[config.mk]
export PLATFORM = sky130hd
export DESIGN_NAME = ucs_core
export DESIGN_NICKNAME = d
export VERILOG_FILES = /design/src/rtl/ucs_core.v
export VERILOG_INCLUDE_DIRS = /design/src /design/src/rtl
export SDC_FILE = /design/constraint.sdc
export NUM_CORES = 1
export LEC_CHECK = 0
export BUFFER_PORTS_ARGS = -buffer_cell sky130_fd_sc_hd__clkbuf_2
export CAP_MARGIN = 40
export CELL_PAD_IN_SITES_DETAIL_PLACEMENT = 1
export CELL_PAD_IN_SITES_GLOBAL_PLACEMENT = 1
export CORE_ASPECT_RATIO = 0.8
export CORE_MARGIN = 8
export CORE_UTILIZATION = 45
export CTS_CLUSTER_DIAMETER = 50
export CTS_CLUSTER_SIZE = 14
export DETAILED_ROUTE_END_ITERATION = 7
export PLACE_DENSITY = 0.91
export SYNTH_ARGS = -nofsm -noshare
export SYNTH_HDL_FRONTEND = slang
export SYNTH_SLANG_ARGS = --single-unit
[constraint.sdc]
create_clock -name clk_sys_in -period 2.6 [get_ports clk_sys_in]
set_input_delay 0.39 -clock clk_sys_in [delete_from_list [all_inputs] [get_ports clk_sys_in]]
set_output_delay 0.39 -clock clk_sys_in [all_outputs]
set_load 0.02 [all_outputs]
[src/rtl/ucs_map.vh]
/*
  Register offsets, field positions, reset values and timing counts for the
  serial control and status block.
  Assumes a 32-bit Avalon-MM register bus with byte addresses.
*/
`ifndef UCS_MAP_VH
`define UCS_MAP_VH

// Register byte offsets, one aligned word each.
`define UCS_OFS_CTRL_ONE 8'h00
`define UCS_OFS_CTRL_TWO 8'h04
`define UCS_OFS_STATUS_ONE 8'h08
`define UCS_OFS_DATA 8'h0C
`define UCS_OFS_BIT_DIV 8'h10

// First control register fields.
`define UCS_C1_LOOP 7
`define UCS_C1_RX_SRC 5
`define UCS_C1_WAKE 3
`define UCS_C1_DIR 1
`define UCS_C1_LONG_BRK 0

// Second control register fields.
`define UCS_C2_TX_EMPTY_IE 7
`define UCS_C2_TX_DONE_IE 6
`define UCS_C2_RX_FULL_IE 5
`define UCS_C2_QUIET_IE 4
`define UCS_C2_TX_ON 3
`define UCS_C2_RX_ON 2
`define UCS_C2_RX_SLEEP 1
`define UCS_C2_BRK 0

// First status register fields.
`define UCS_S1_TX_EMPTY 7
`define UCS_S1_TX_DONE 6
`define UCS_S1_RX_FULL 5
`define UCS_S1_QUIET 4
`define UCS_S1_OVERRUN 3

// Reset values.
`define UCS_RST_CTRL 8'h00
`define UCS_RST_BIT_DIV 16'h00AD

// Character lengths in bit times.
`define UCS_CHAR_BITS 4'hA
`define UCS_BRK_BITS 4'hA
`define UCS_LONG_BRK_BITS 4'hD
`endif

[src/rtl/ucs_core.v]
/*
  Serial control and status block: control registers, status flags, a
  buffered transmitter with queued idle and break, a receiver with standby
  and wakeup, pin ownership and one interrupt request.
  Assumes an Avalon-MM master on clk_sys_in and serial pins that are
  asynchronous to it; pin inputs pass two flip-flops.
*/
// Design decisions made here: the Avalon-MM register port and the register offsets.
// Notes on behaviour
// - Empty-buffer flag with its enable requests interrupt.
// - Done flag with its enable requests interrupt.
// - Receive-full flag with its enable requests interrupt.
// - Quiet-line flag with its enable requests interrupt.
// - Transmitter runs and owns output when on or still finishing queued work.
// - Single-wire mode: direction bit steers shared line.
// - Off-then-on during sending queues one idle.
// - After off, keep pin until queued work ends.
// - Receive pin released when off or looped.
// - Writing sleep puts receiver in standby.
// - Wake on quiet line or address mark.
// - Software sets sleep; hardware clears it on wake.
// - Setting then clearing break queues one break.
// - Break held keeps queuing ten or thirteen zeros.
// - A second break may follow; both accepted.
// - Second control register accessible at any time.
// - Status read-only; cleared by access sequences.
// - Empty flag: set on move, cleared read-write.
// - Done flag: set when idle, cleared by sequence.
// - Full flag: set on receive, cleared read-read.
// - Quiet flag set once after a character.
`include "ucs_map.vh"

module ucs_core (
  // Clock and reset.
  input wire clk_sys_in,
  input wire nrst_in,
  // Avalon-MM register slave.
  input wire [7:0] avs_address_in,
  input wire avs_read_in,
  input wire avs_write_in,
  input wire [31:0] avs_writedata_in,
  output reg [31:0] avs_readdata_out,
  output wire avs_waitrequest_out,
  // Transmit pin, split into its three signals.
  input wire serial_out_pin_in,
  output reg serial_out_pin_out,
  output wire serial_out_pin_oe_out,
  // Receive pin and its ownership.
  input wire serial_in_pin_in,
  output wire serial_in_pin_owned_out,
  // Interrupt request.
  output reg irq_out
);

  localparam ST_IDLE = 4'h1;
  localparam ST_START = 4'h2;
  localparam ST_DATA = 4'h4;
  localparam ST_STOP = 4'h8;

  // Length of a break character for the chosen break length.
  function [3:0] brk_len;
    input long_sel;
    begin
      brk_len = long_sel ? `UCS_LONG_BRK_BITS : `UCS_BRK_BITS;
    end
  endfunction

  reg [7:0] ctrl_one;
  reg [7:0] ctrl_two;
  reg [15:0] bit_div;
  reg ack;
  reg tx_empty;
  reg tx_done;
  reg rx_full;
  reg quiet;
  reg overrun;
  reg [4:0] armed;
  reg [7:0] tx_buf;
  reg [9:0] tx_shift;
  reg [3:0] tx_left;
  reg tx_busy;
  reg idle_pend;
  reg brk_pend;
  reg tx_run;
  reg [15:0] tx_cnt;
  reg [7:0] rx_data;
  reg [1:0] rx_pin_sync;
  reg [1:0] tx_pin_sync;
  reg [3:0] rx_state;
  reg [15:0] rx_cnt;
  reg [2:0] rx_bit;
  reg [7:0] rx_shift;
  reg [15:0] q_cnt;
  reg [3:0] q_bits;
  reg q_armed;

  wire loop_sel = ctrl_one[`UCS_C1_LOOP];
  wire single_wire = loop_sel & ctrl_one[`UCS_C1_RX_SRC];
  wire tx_on = ctrl_two[`UCS_C2_TX_ON];
  wire rx_on = ctrl_two[`UCS_C2_RX_ON];
  wire rx_sleep = ctrl_two[`UCS_C2_RX_SLEEP];
  wire brk_bit = ctrl_two[`UCS_C2_BRK];
  wire acc = ack & (avs_read_in | avs_write_in);
  wire wr = ack & avs_write_in;
  wire rd = ack & avs_read_in;
  wire wr_c2 = wr & (avs_address_in == `UCS_OFS_CTRL_TWO);
  wire wr_data = wr & (avs_address_in == `UCS_OFS_DATA);
  wire rd_stat = rd & (avs_address_in == `UCS_OFS_STATUS_ONE);
  wire rd_data = rd & (avs_address_in == `UCS_OFS_DATA);
  wire [7:0] new_c2 = avs_writedata_in[7:0];
  wire tx_tick = (tx_cnt == 16'h0000) & (bit_div != 16'h0000);
  wire tx_load = tx_tick & ~tx_busy;
  wire tx_go = tx_on | tx_run;
  wire start_brk = tx_load & tx_go & (brk_pend | brk_bit);
  wire start_idle = tx_load & tx_go & ~start_brk & idle_pend;
  wire start_data = tx_load & tx_go & ~start_brk & ~start_idle & ~tx_empty;
  wire tx_work = tx_busy | idle_pend | brk_pend | brk_bit | ~tx_empty;
  wire tx_owned = tx_go | tx_busy | idle_pend | brk_pend;
  wire rx_line = loop_sel ? (single_wire ? tx_pin_sync[1] : serial_out_pin_out)
                          : rx_pin_sync[1];
  wire rx_half = (rx_cnt == {1'b0, bit_div[15:1]});
  wire rx_end = (rx_cnt == bit_div);
  wire rx_char = (rx_state == ST_STOP) & rx_half;
  wire rx_enabled = rx_on;
  wire quiet_hit;
  wire wake_idle = rx_sleep & ~ctrl_one[`UCS_C1_WAKE] & quiet_hit;
  wire wake_mark = rx_sleep & ctrl_one[`UCS_C1_WAKE] & rx_char & rx_shift[7];

  // Pin ownership; in single-wire mode the direction bit decides who drives.
  assign serial_out_pin_oe_out = tx_owned & (~single_wire | ctrl_one[`UCS_C1_DIR]);
  assign serial_in_pin_owned_out = rx_on & ~loop_sel;
  assign quiet_hit = q_armed & (q_bits == `UCS_CHAR_BITS);

  // Bus answers one cycle after the request arrives, so writes and side
  // effects happen once, on the edge where waitrequest is seen low.
  assign avs_waitrequest_out = ~ack;

  always @(posedge clk_sys_in) begin
    if (!nrst_in) begin
      ack <= 1'b0;
      avs_readdata_out <= 32'h00000000;
    end else begin
      ack <= (avs_read_in | avs_write_in) & ~ack;
      if (avs_read_in & ~ack) begin
        case (avs_address_in)
          `UCS_OFS_CTRL_ONE: avs_readdata_out <= {24'h000000, ctrl_one};
          `UCS_OFS_CTRL_TWO: avs_readdata_out <= {24'h000000, ctrl_two};
          `UCS_OFS_STATUS_ONE: avs_readdata_out <= {24'h000000, tx_empty, tx_done,
                                                   rx_full, quiet, overrun, 3'h0};
          `UCS_OFS_DATA: avs_readdata_out <= {24'h000000, rx_data};
          `UCS_OFS_BIT_DIV: avs_readdata_out <= {16'h0000, bit_div};
          default: avs_readdata_out <= 32'h00000000;
        endcase
      end
    end
  end

  // Control registers. Sleep is cleared by hardware on the wakeup event,
  // and that clear loses to a software write of one in the same cycle.
  always @(posedge clk_sys_in) begin
    if (!nrst_in) begin
      ctrl_one <= `UCS_RST_CTRL;
      ctrl_two <= `UCS_RST_CTRL;
      bit_div <= `UCS_RST_BIT_DIV;
    end else begin
      if (wr & (avs_address_in == `UCS_OFS_CTRL_ONE))
        ctrl_one <= avs_writedata_in[7:0];
      if (wr & (avs_address_in == `UCS_OFS_BIT_DIV))
        bit_div <= avs_writedata_in[15:0];
      if (wr_c2) begin
        ctrl_two <= new_c2;
      end else if (wake_idle | wake_mark) begin
        ctrl_two[`UCS_C2_RX_SLEEP] <= 1'b0;
      end
    end
  end

  // Status flags. Writes to the status word are ignored; each flag is
  // cleared only by a status read followed by the matching access.
  always @(posedge clk_sys_in) begin
    if (!nrst_in) begin
      tx_empty <= 1'b1;
      tx_done <= 1'b1;
      rx_full <= 1'b0;
      quiet <= 1'b0;
      overrun <= 1'b0;
      armed <= 5'h00;
    end else begin
      if (rd_stat)
        armed <= {tx_empty, tx_done, rx_full, quiet, overrun};
      else if (acc & ~rd_stat & (wr_data | rd_data))
        armed <= 5'h00;
      // Empty flag: the set from a buffer move wins over a clear.
      if (start_data)
        tx_empty <= 1'b1;
      else if (wr_data & armed[4])
        tx_empty <= 1'b0;
      if (~tx_work & tx_empty & ~wr_data)
        tx_done <= 1'b1;
      else if (armed[3] & (wr_data | (wr_c2 & ((new_c2[`UCS_C2_TX_ON] & ~tx_on) |
               new_c2[`UCS_C2_BRK]))))
        tx_done <= 1'b0;
      // Receive-full flag: the read-read clear wins over a new character in the same cycle.
      if (rx_char & rx_enabled & ~rx_sleep & ~rx_full)
        rx_full <= 1'b1;
      else if (rx_char & rx_enabled & wake_mark & ~rx_full)
        rx_full <= 1'b1;
      else if (rd_data & armed[2])
        rx_full <= 1'b0;
      if (rx_char & rx_enabled & ~rx_sleep & rx_full & ~(rd_data & armed[2]))
        overrun <= 1'b1;
      else if (rd_data & armed[0])
        overrun <= 1'b0;
      if (quiet_hit & rx_enabled & ~rx_sleep)
        quiet <= 1'b1;
      else if (rd_data & armed[1])
        quiet <= 1'b0;
    end
  end

  // Transmit buffer. A data write lands in the buffer; the move to the
  // shifter happens only at a bit boundary with the transmitter on or still running.
  always @(posedge clk_sys_in) begin
    if (!nrst_in)
      tx_buf <= 8'h00;
    else if (wr_data)
      tx_buf <= avs_writedata_in[7:0];
  end

  // Queued idle and queued break.
  always @(posedge clk_sys_in) begin
    if (!nrst_in) begin
      idle_pend <= 1'b0;
      brk_pend <= 1'b0;
      tx_run <= 1'b0;
    end else begin
      // Stays running after switch-off until the queued work has gone out.
      tx_run <= tx_on | (tx_run & tx_work);
      // A rising enable while sending queues exactly one idle character.
      if (wr_c2 & new_c2[`UCS_C2_TX_ON] & ~tx_on & tx_busy)
        idle_pend <= 1'b1;
      else if (start_idle)
        idle_pend <= 1'b0;
      // Writing one latches a break request so a quick one-then-zero
      // still sends one; while the bit stays set, the bit itself keeps
      // queuing. The latch may already be spent when the bit is cleared,
      // so a second break can follow.
      if (wr_c2 & new_c2[`UCS_C2_BRK] & ~brk_bit)
        brk_pend <= 1'b1;
      else if (start_brk)
        brk_pend <= 1'b0;
    end
  end

  // Transmit shifter. Frames are start, eight data bits lsb first, stop.
  always @(posedge clk_sys_in) begin
    if (!nrst_in) begin
      tx_cnt <= 16'h0000;
      tx_shift <= 10'h3FF;
      tx_left <= 4'h0;
      tx_busy <= 1'b0;
      serial_out_pin_out <= 1'b1;
    end else begin
      if (tx_cnt == 16'h0000)
        tx_cnt <= bit_div;
      else
        tx_cnt <= tx_cnt - 16'h0001;
      if (start_brk) begin
        tx_shift <= 10'h000;
        tx_left <= brk_len(ctrl_one[`UCS_C1_LONG_BRK]) - 4'h1;
        tx_busy <= 1'b1;
        serial_out_pin_out <= 1'b0;
      end else if (start_idle) begin
        tx_shift <= 10'h3FF;
        tx_left <= `UCS_CHAR_BITS - 4'h1;
        tx_busy <= 1'b1;
        serial_out_pin_out <= 1'b1;
      end else if (start_data) begin
        tx_shift <= {1'b1, tx_buf, 1'b0};
        tx_left <= `UCS_CHAR_BITS - 4'h1;
        tx_busy <= 1'b1;
        serial_out_pin_out <= 1'b0;
      end else if (tx_tick & tx_busy) begin
        if (tx_left == 4'h0) begin
          tx_busy <= 1'b0;
          serial_out_pin_out <= 1'b1;
        end else begin
          tx_left <= tx_left - 4'h1;
          // Refill from the top bit, so a break stays low for its full length.
          tx_shift <= {tx_shift[9], tx_shift[9:1]};
          serial_out_pin_out <= tx_shift[1];
        end
      end
    end
  end

  // Pin synchronisers: the first stage feeds only the second.
  always @(posedge clk_sys_in) begin
    if (!nrst_in) begin
      rx_pin_sync <= 2'h3;
      tx_pin_sync <= 2'h3;
    end else begin
      rx_pin_sync <= {rx_pin_sync[0], serial_in_pin_in};
      tx_pin_sync <= {tx_pin_sync[0], serial_out_pin_in};
    end
  end

  // Receiver: finds the start edge, samples each bit at its middle.
  always @(posedge clk_sys_in) begin
    if (!nrst_in) begin
      rx_state <= ST_IDLE;
      rx_cnt <= 16'h0000;
      rx_bit <= 3'h0;
      rx_shift <= 8'h00;
      rx_data <= 8'h00;
    end else begin
      case (rx_state)
        ST_IDLE: begin
          rx_cnt <= 16'h0000;
          if (rx_enabled & ~rx_line & (bit_div != 16'h0000))
            rx_state <= ST_START;
        end
        ST_START: begin
          rx_cnt <= rx_end ? 16'h0000 : rx_cnt + 16'h0001;
          if (rx_half & rx_line)
            rx_state <= ST_IDLE;
          else if (rx_end) begin
            rx_state <= ST_DATA;
            rx_bit <= 3'h0;
          end
        end
        ST_DATA: begin
          rx_cnt <= rx_end ? 16'h0000 : rx_cnt + 16'h0001;
          if (rx_half)
            rx_shift <= {rx_line, rx_shift[7:1]};
          if (rx_end) begin
            rx_bit <= rx_bit + 3'h1;
            if (rx_bit == 3'h7)
              rx_state <= ST_STOP;
          end
        end
        ST_STOP: begin
          rx_cnt <= rx_cnt + 16'h0001;
          if (rx_half) begin
            rx_state <= ST_IDLE;
            // Standby drops characters unless an address mark wakes it.
            if (rx_enabled & (~rx_sleep | wake_mark) & ~rx_full)
              rx_data <= rx_shift;
          end
        end
        default: rx_state <= ST_IDLE;
      endcase
    end
  end

  // Quiet-line detector: counts whole bit times of high line while the
  // receiver is idle. It arms on each received character and fires once.
  always @(posedge clk_sys_in) begin
    if (!nrst_in) begin
      q_cnt <= 16'h0000;
      q_bits <= 4'h0;
      q_armed <= 1'b0;
    end else begin
      if (rx_char)
        q_armed <= 1'b1;
      else if (quiet_hit)
        q_armed <= 1'b0;
      if ((rx_state != ST_IDLE) | ~rx_line | quiet_hit) begin
        q_cnt <= 16'h0000;
        q_bits <= 4'h0;
      end else if (q_cnt == bit_div) begin
        q_cnt <= 16'h0000;
        if (q_bits != `UCS_CHAR_BITS)
          q_bits <= q_bits + 4'h1;
      end else begin
        q_cnt <= q_cnt + 16'h0001;
      end
    end
  end

  // One interrupt request, the OR of the four enabled flags.
  always @(posedge clk_sys_in) begin
    if (!nrst_in)
      irq_out <= 1'b0;
    else
      irq_out <= (ctrl_two[`UCS_C2_TX_EMPTY_IE] & tx_empty) |
                 (ctrl_two[`UCS_C2_TX_DONE_IE] & tx_done) |
                 (ctrl_two[`UCS_C2_RX_FULL_IE] & rx_full) |
                 (ctrl_two[`UCS_C2_QUIET_IE] & quiet);
  end

endmodule // ucs_core

==> results of run 1 <==
==> path summary, 6_finish.rpt <==
| check | cells after the start | to | slack (ps) |
|---|---|---|---|
| setup reg to reg | 7 | rx_data[1] | 220 |
| setup / recovery | 7 | rx_data[1] | 220 |
| hold reg to reg | 1 | tx_pin_sync[1] | 430 |
| hold / removal | 2 | rx_pin_sync[0] | 130 |
==> layer usage <==
| layer | global-route usage | share of wire |
|---|---|---|
| met1 | 0.302 | 0.44 |
| met2 | 0.394 | 0.47 |
| met3 | 0.0569 | 0.065 |
| met4 | 0.102 | 0.029 |
| met5 | 0 | 0 |
==> cells in the final DEF (no fill, tap or decap), drive strengths merged, types with 9 or more instances in the layout <==
| cell type | Yosys | final |
|---|---|---|
| dfxtp | 166 | 166 |
| a211oi | 11 | 11 |
| clkbuf | 60 | 69 |
| buf | 28 | 52 |
| xnor2 | 29 | 29 |
| mux2i | 17 | 17 |
| nor4 | 23 | 23 |
| nand4 | 17 | 17 |
| nand2b | 14 | 14 |
| nor3 | 21 | 21 |
| and3 | 14 | 14 |
| nor2 | 78 | 78 |
| conb | 1 | 16 |
| a22o | 9 | 9 |
| o21ai | 32 | 32 |
| ha | 10 | 10 |
| inv | 12 | 17 |
| xor2 | 53 | 53 |
| nand3 | 46 | 46 |
| o31ai | 12 | 12 |
| a21oi | 88 | 88 |
| nand2 | 128 | 128 |
==> worst register-to-register path: cells and delay by family, from the launching register on <==
kind | cells | cell delay (ps)
buf+inv | 2 | 480
mux | 1 | 260
simple gates | 2 | 520
compound gates | 1 | 350
xor+xnor | 1 | 130
flops | 1 | 550
==> registers in the layout, indices dropped and copies added, names as in the netlist, 8 cells and up <==
name,flops
avs_readdata_out,16
bit_div,16
ctrl_one,8
ctrl_two,8
q_cnt,16
rx_cnt,16
rx_data,8
rx_shift,8
tx_buf,8
tx_cnt,16
tx_shift,9
==> stage by stage <==
| step | std cells | setup slack [ps] | instance area (um^2) |
|---|---|---|---|
| after floorplan | 996 | 397 | 8190 |
| after global placement | 1240 | 299 | 8720 |
| after detailed placement | 1240 | 208 | 8720 |
| after CTS | 1272 | 246 | 9330 |
| after global routing | 1272 | 130 | 9330 |
| final | 1272 | 216 | 9330 |
==> power by group through the flow <==
| stage | combinational, mW | clock [mW] | sequential [mW] |
|---|---|---|---|
| CTS | 0.756 | 2.70 | 2.71 |
| finish | 0.765 | 2.67 | 2.71 |
| detailed placement | 0.734 | 0 | 2.77 |
| floorplan | 0.575 | 0 | 2.74 |
| global route | 0.840 | 2.79 | 2.72 |
| global placement | 0.705 | 0 | 2.76 |
==> cell families after synthesis <==
family,count (synthesis),synth area share
and+or+nand+nor,388,0.238
AOI/OAI and AO/OA,216,0.171
DFF,166,0.408
buffers and inverters,100,0.0563
xor gates and xnor gates,82,0.0883
muxes,18,0.0223
adders and majority gates,10,0.0154
other,1,0.000461
==> layout make-up <==
class                      count  share of cell area
multi-input combinational    730               0.475
sequential                   166               0.356
timing repair buffer         102              0.0687
clock buffer                  19              0.0464
tap                          230              0.0309
clock inverter                13              0.0182
inverter                      12             0.00483
==> qor.txt, run 1 <==
largest net degree at the start of global routing = 46
Pwr Density = 660 nW/um^2
area of the multi-input gates = 4430 um^2
FP Rows = 44
Num CTS Buffers = 17
worst vdd ir = 0.000447 V
CTS max path bufs = 2
ANT cells = 0
most frequent cell after synthesis = dfxtp_1
Main synth FF type = dfxtp_1
Ports = 83
DRC viols = 0
highest achievable clock rate = 419 MHz
crit-path leading delay family = flip-flops
Routed Antenna Nets = 0
CTS tree = built
final hold viol count = 0
post-synth top area cell = dfxtp_1
CP cell instances = xor2_1, nor4_1, nand4_1, buf_4, a2111oi_2, buf_4, mux2i_1
Nets = 1085
top post-synthesis cells by count = 166 x dfxtp_1, 128 x nand2_1, 88 x a21oi_1, 77 x nor2_1, 60 x clkbuf_1
crit start category = register
hold slack = 132 ps
global-route wire length before repair = 43.7 mm
postcts setup bufs = 0
main area contributors after synthesis = dfxtp_1 41%, nand2_1 5.9%, xor2_1 5.7%, a21oi_1 5.4%, nor2_1 3.6%
H-tree levels = 4
sequential fraction of the synthesis area = 0.408
Synth-to-Final Area Change = 14.6%
Sw Ratio = 0.279
CTS root buf = clkbuf_16
IO Port Bufs = 50
Synth Register Bits = 166
synthesized instance count = 981
DIE WIDTH = 166 um
Min-Delay Path Class = in2reg
Fillers = 2152
routed vias/inst = 6.08
clock slew at reported path FFs = 70 ps
pin slew with the least headroom to its limit = 1040 ps
sw power = 1.72 mW
register area = 3320 um^2
Post-CTS Hold Buffers = 0
Combinational Power Share = 0.124
Synth Cell Area = 8140 um^2
Synth top area share = 0.408
Most common cell on crit path = buf_4
Crit path buffers/inverters = 2
Crit path required time = 2950 ps
Vias = 7738
Slew HR = 0.307
wire length per cell = 21.6 um
critical path peak fanout = 16
CTS sink cnt = 166
synthesized area per cell = 8.30 um^2
Pint = 4.44 mW
routability congestion estimate = 0.894
count of final max-slew check failures = 0
Tot GR Track Use = 0.241
clock share of power = 0.434
critical path class = reg2reg
ys async rst share = 0
final WL = 27.5 mm
insertion delay to the later sink of the worst-skew pair = 440 ps
layout cells sized above 1 = 0.147
Min Clock Period, post-route = 2380 ps
GR Overflow Total = 0
distinct cell type count after synthesis = 69
DR pass1 iterations = 5
FF-to-FF Start = bit_div[7]
MaxCap Viol Count = 0
initial antenna violation count = 0
leakage power = 3.62 nW
Reg power frac = 0.441
Warnings, synthesis = 0
Worst setup EP type = register
critical hold path startpoint = serial_in_pin_in
vias in the first global route = 7925
Die Area = 22700 um^2
worst setup path start = bit_div[7]
Post-Route Utilization = 0.520
post-CTS sizing = 0
critical path arrival = 2730 ps
PnR Total Power = 6.15 mW
DP Wirelength = 18.6 mm
Final TNS setup = 0 ps
core area = 17900 um^2
Final setup violation count = 0
EDFF count, synth = 0
RSZ-0062 raised after global routing = false
Clock Skew = 12.9 ps
DR iter-0 viols = 696
biggest cell delay along the critical path = 550 ps
Vert. Die Dim = 136 um
status = finished, final reports clean
Starting Density = 0.453
Worst path slowest cell = dfxtp_1
Final Cycle Share = 0.917
No activity file was read; power rests on OpenSTA's default activity.
==> run 2, diff against run 1 <==
--- a/config.mk
+++ b/config.mk
@@ -11,7 +11,7 @@
 export CELL_PAD_IN_SITES_DETAIL_PLACEMENT = 1
 export CELL_PAD_IN_SITES_GLOBAL_PLACEMENT = 1
 export CORE_ASPECT_RATIO = 0.8
-export CORE_MARGIN = 8
+export CORE_MARGIN = 1
 export CORE_UTILIZATION = 45
 export CTS_CLUSTER_DIAMETER = 50
 export CTS_CLUSTER_SIZE = 14
==> qor.txt, run 2 (same netlist as run 1, synthesis figures left out) <==
crit start category = register
Worst setup EP type = register
Nets = 1083 (-0.18%)
DP Wirelength = 18.1 mm (-2.6%)
Clock Skew = 10.9 ps (-2.00 ps)
Slew HR = 0.386 (+0.0788)
core area = 17500 um^2 (-2.3%)
Ports = 83 (unchanged)
commonest non-fill, non-tap cell in the layout = dfxtp_1
Num CTS Buffers = 17 (unchanged)
Final Cycle Share = 0.966 (+0.0490)
Synth-to-Final Area Change = 14.1%
vias in the first global route = 7919 (-0.076%)
final hold viol count = 0 (unchanged)
CTS tree = built
FP Rows = 43 (-2.3%)
violated checks = design-rule violations
Post-CTS Hold Buffers = 0 (unchanged)
most frequent cells in the layout = 166 x dfxtp_1, 128 x nand2_1, 88 x a21oi_1
ANT cells = 0 (unchanged)
hold depth = 2 (unchanged)
CTS max path bufs = 2 (unchanged)
highest achievable clock rate = 398 MHz (-5.1%)
IO Port Bufs = 50 (unchanged)
Final Cell Area = 9280 um^2 (-0.46%)
routability congestion estimate = 0.872 (-2.5%)
PnR Total Power = 5.97 mW (-3.0%)
MaxCap Viol Count = 0 (unchanged)
Die Area = 18600 um^2 (-18%)
status = finished with violations
worst vdd ir = 0.000438 V (-2.0%)
register area = 3320 um^2 (unchanged)
GR Overflow Total = 0 (unchanged)
critical path class = reg2reg
CTS sink cnt = 166 (unchanged)
FF-to-FF Start = bit_div[3]
critical path arrival = 2860 ps (+130 ps)
Routed Antenna Nets = 0 (unchanged)
initial antenna violation count = 0 (unchanged)
critical hold path startpoint = serial_in_pin_in
RR Endpoint = rx_data[5]
CP cell instances = xor2_1, nor4_1, nand4_1, buf_4, a2111oi_2, buf_4, mux2i_1
Vert. Die Dim = 122 um (-10%)
Tot GR Track Use = 0.300 (+0.0592)
DIE WIDTH = 152 um (-8.4%)
DP Area = 8700 um^2 (-0.24%)
pin slew with the least headroom to its limit = 920 ps (-118 ps)
routed vias/inst = 6.11 (+0.49%)
area of the multi-input gates = 4440 um^2 (+0.28%)
Final TNS setup = 0 ps (unchanged)
Worst path slowest cell = dfxtp_1
biggest cell delay along the critical path = 560 ps (about the same)
Fillers = 2092 (-2.8%)
global-route wire length before repair = 43.1 mm (-1.3%)
Min-Delay Endpoint = rx_pin_sync[0]
final WL = 27.2 mm (-1.3%)
R2R depth = 7 (unchanged)
leakage power = 3.60 nW (-0.65%)
insertion delay to the later sink of the worst-skew pair = 440 ps (about the same)
Pwr Density = 643 nW/um^2 (-2.5%)
clock slew at reported path FFs = 70 ps (about the same)
wire length per cell = 21.5 um (-0.79%)
Reg2Reg Setup Slack = 90 ps (-130 ps)
Crit path required time = 2950 ps (about the same)
Most common cell on crit path = buf_4
Post-Route Utilization = 0.529 (+0.00966)
DRC viols = 2 (+2)
CTS root buf = clkbuf_16
count of final max-slew check failures = 0 (unchanged)
Starting Density = 0.464 (+0.0105)
Min Clock Period, post-route = 2510 ps (+127 ps)
DR pass1 iterations = 7 (+2)
RSZ-0062 raised after global routing = false
DR iter-0 viols = 598 (-14%)
H-tree levels = 4 (unchanged)
largest net degree at the start of global routing = 41 (-11%)
Min-Delay Path Class = in2reg
critical path peak fanout = 16 (unchanged)
layout cells sized above 1 = 0.148 (+0.00124)
Vias = 7733 (-0.065%)
Final setup violation count = 0 (unchanged)
run 2: changes by cell type in the layout (fill, tap and decap cells not counted), sizes merged:
| cell | change |
|---|---|
| inv | +3 |
| buf | -2 |
| bufinv | -2 |
| clkbuf | -1 |
| clkinv | -1 |
| clkinvlp | +1 |
run 2: worst max-delay path by stage:
stage                            startpoint  depth (start not counted)          to  slack [ps]
after floorplan           avs_address_in[5]                          7  bit_div[5]         400
after global placement    avs_address_in[5]                          7     overrun         190
after detailed placement  avs_address_in[5]                          7     overrun         170
after CTS                         rx_cnt[7]                          7  rx_data[5]          50
after global routing             bit_div[3]                          7  rx_data[5]         0.7
final                            bit_div[3]                          7  rx_data[5]          90
run 2: worst max-delay path, delay by kind of cell (launching register included):
kind / cells / cell delay, ps
flip-flops: 1 / 560
multiplexers: 1 / 260
AO/OA/AOI/OAI: 1 / 310
XOR/XNOR: 1 / 130
buffers and inverters: 2 / 540
AND/OR/NAND/NOR: 2 / 630
run 2: cell type report:
| type | count | area share |
|---|---|---|
| clock buffer | 18 | 0.0462 |
| clock inverter | 14 | 0.0151 |
| inverter | 12 | 0.00485 |
| multi-input combinational | 730 | 0.478 |
| sequential | 166 | 0.358 |
| tap | 225 | 0.0303 |
| timing repair buffer | 100 | 0.0674 |
run 2: power by group:
| group | switching (mW) | total, mW | internal (mW) |
|---|---|---|---|
| Sequential | 0.0900 | 2.72 | 2.63 |
| Combinational | 0.488 | 0.764 | 0.276 |
| Clock | 1.14 | 2.49 | 1.35 |
| Total | 1.72 | 5.97 | 4.25 |
run 2: layer usage:
metal,wire (um),global-route usage,vias to the layer above
met2,12600,0.499,306
met3,2150,0.0773,72
met4,776,0.103,0
li1,-,-,3535
met1,11600,0.380,3820
met5,0,0,-
run 2: through the flow:
step / worst slack, ps / cells / hold WS (ps)
final: 88.4 / 1265 / 155
after global routing: 0.740 / 1265 / 151
after CTS: 49.7 / 1265 / 146
after detailed placement: 168 / 1233 / 434
after global placement: 194 / 1233 / 434
after floorplan: 397 / 996 / 386
run 2: what timing repair did:
action / CTS / global route
buffers inserted: 0 / 0
gates resized for setup: 0 / 2
endpoints found under the setup margin: 0 / 6
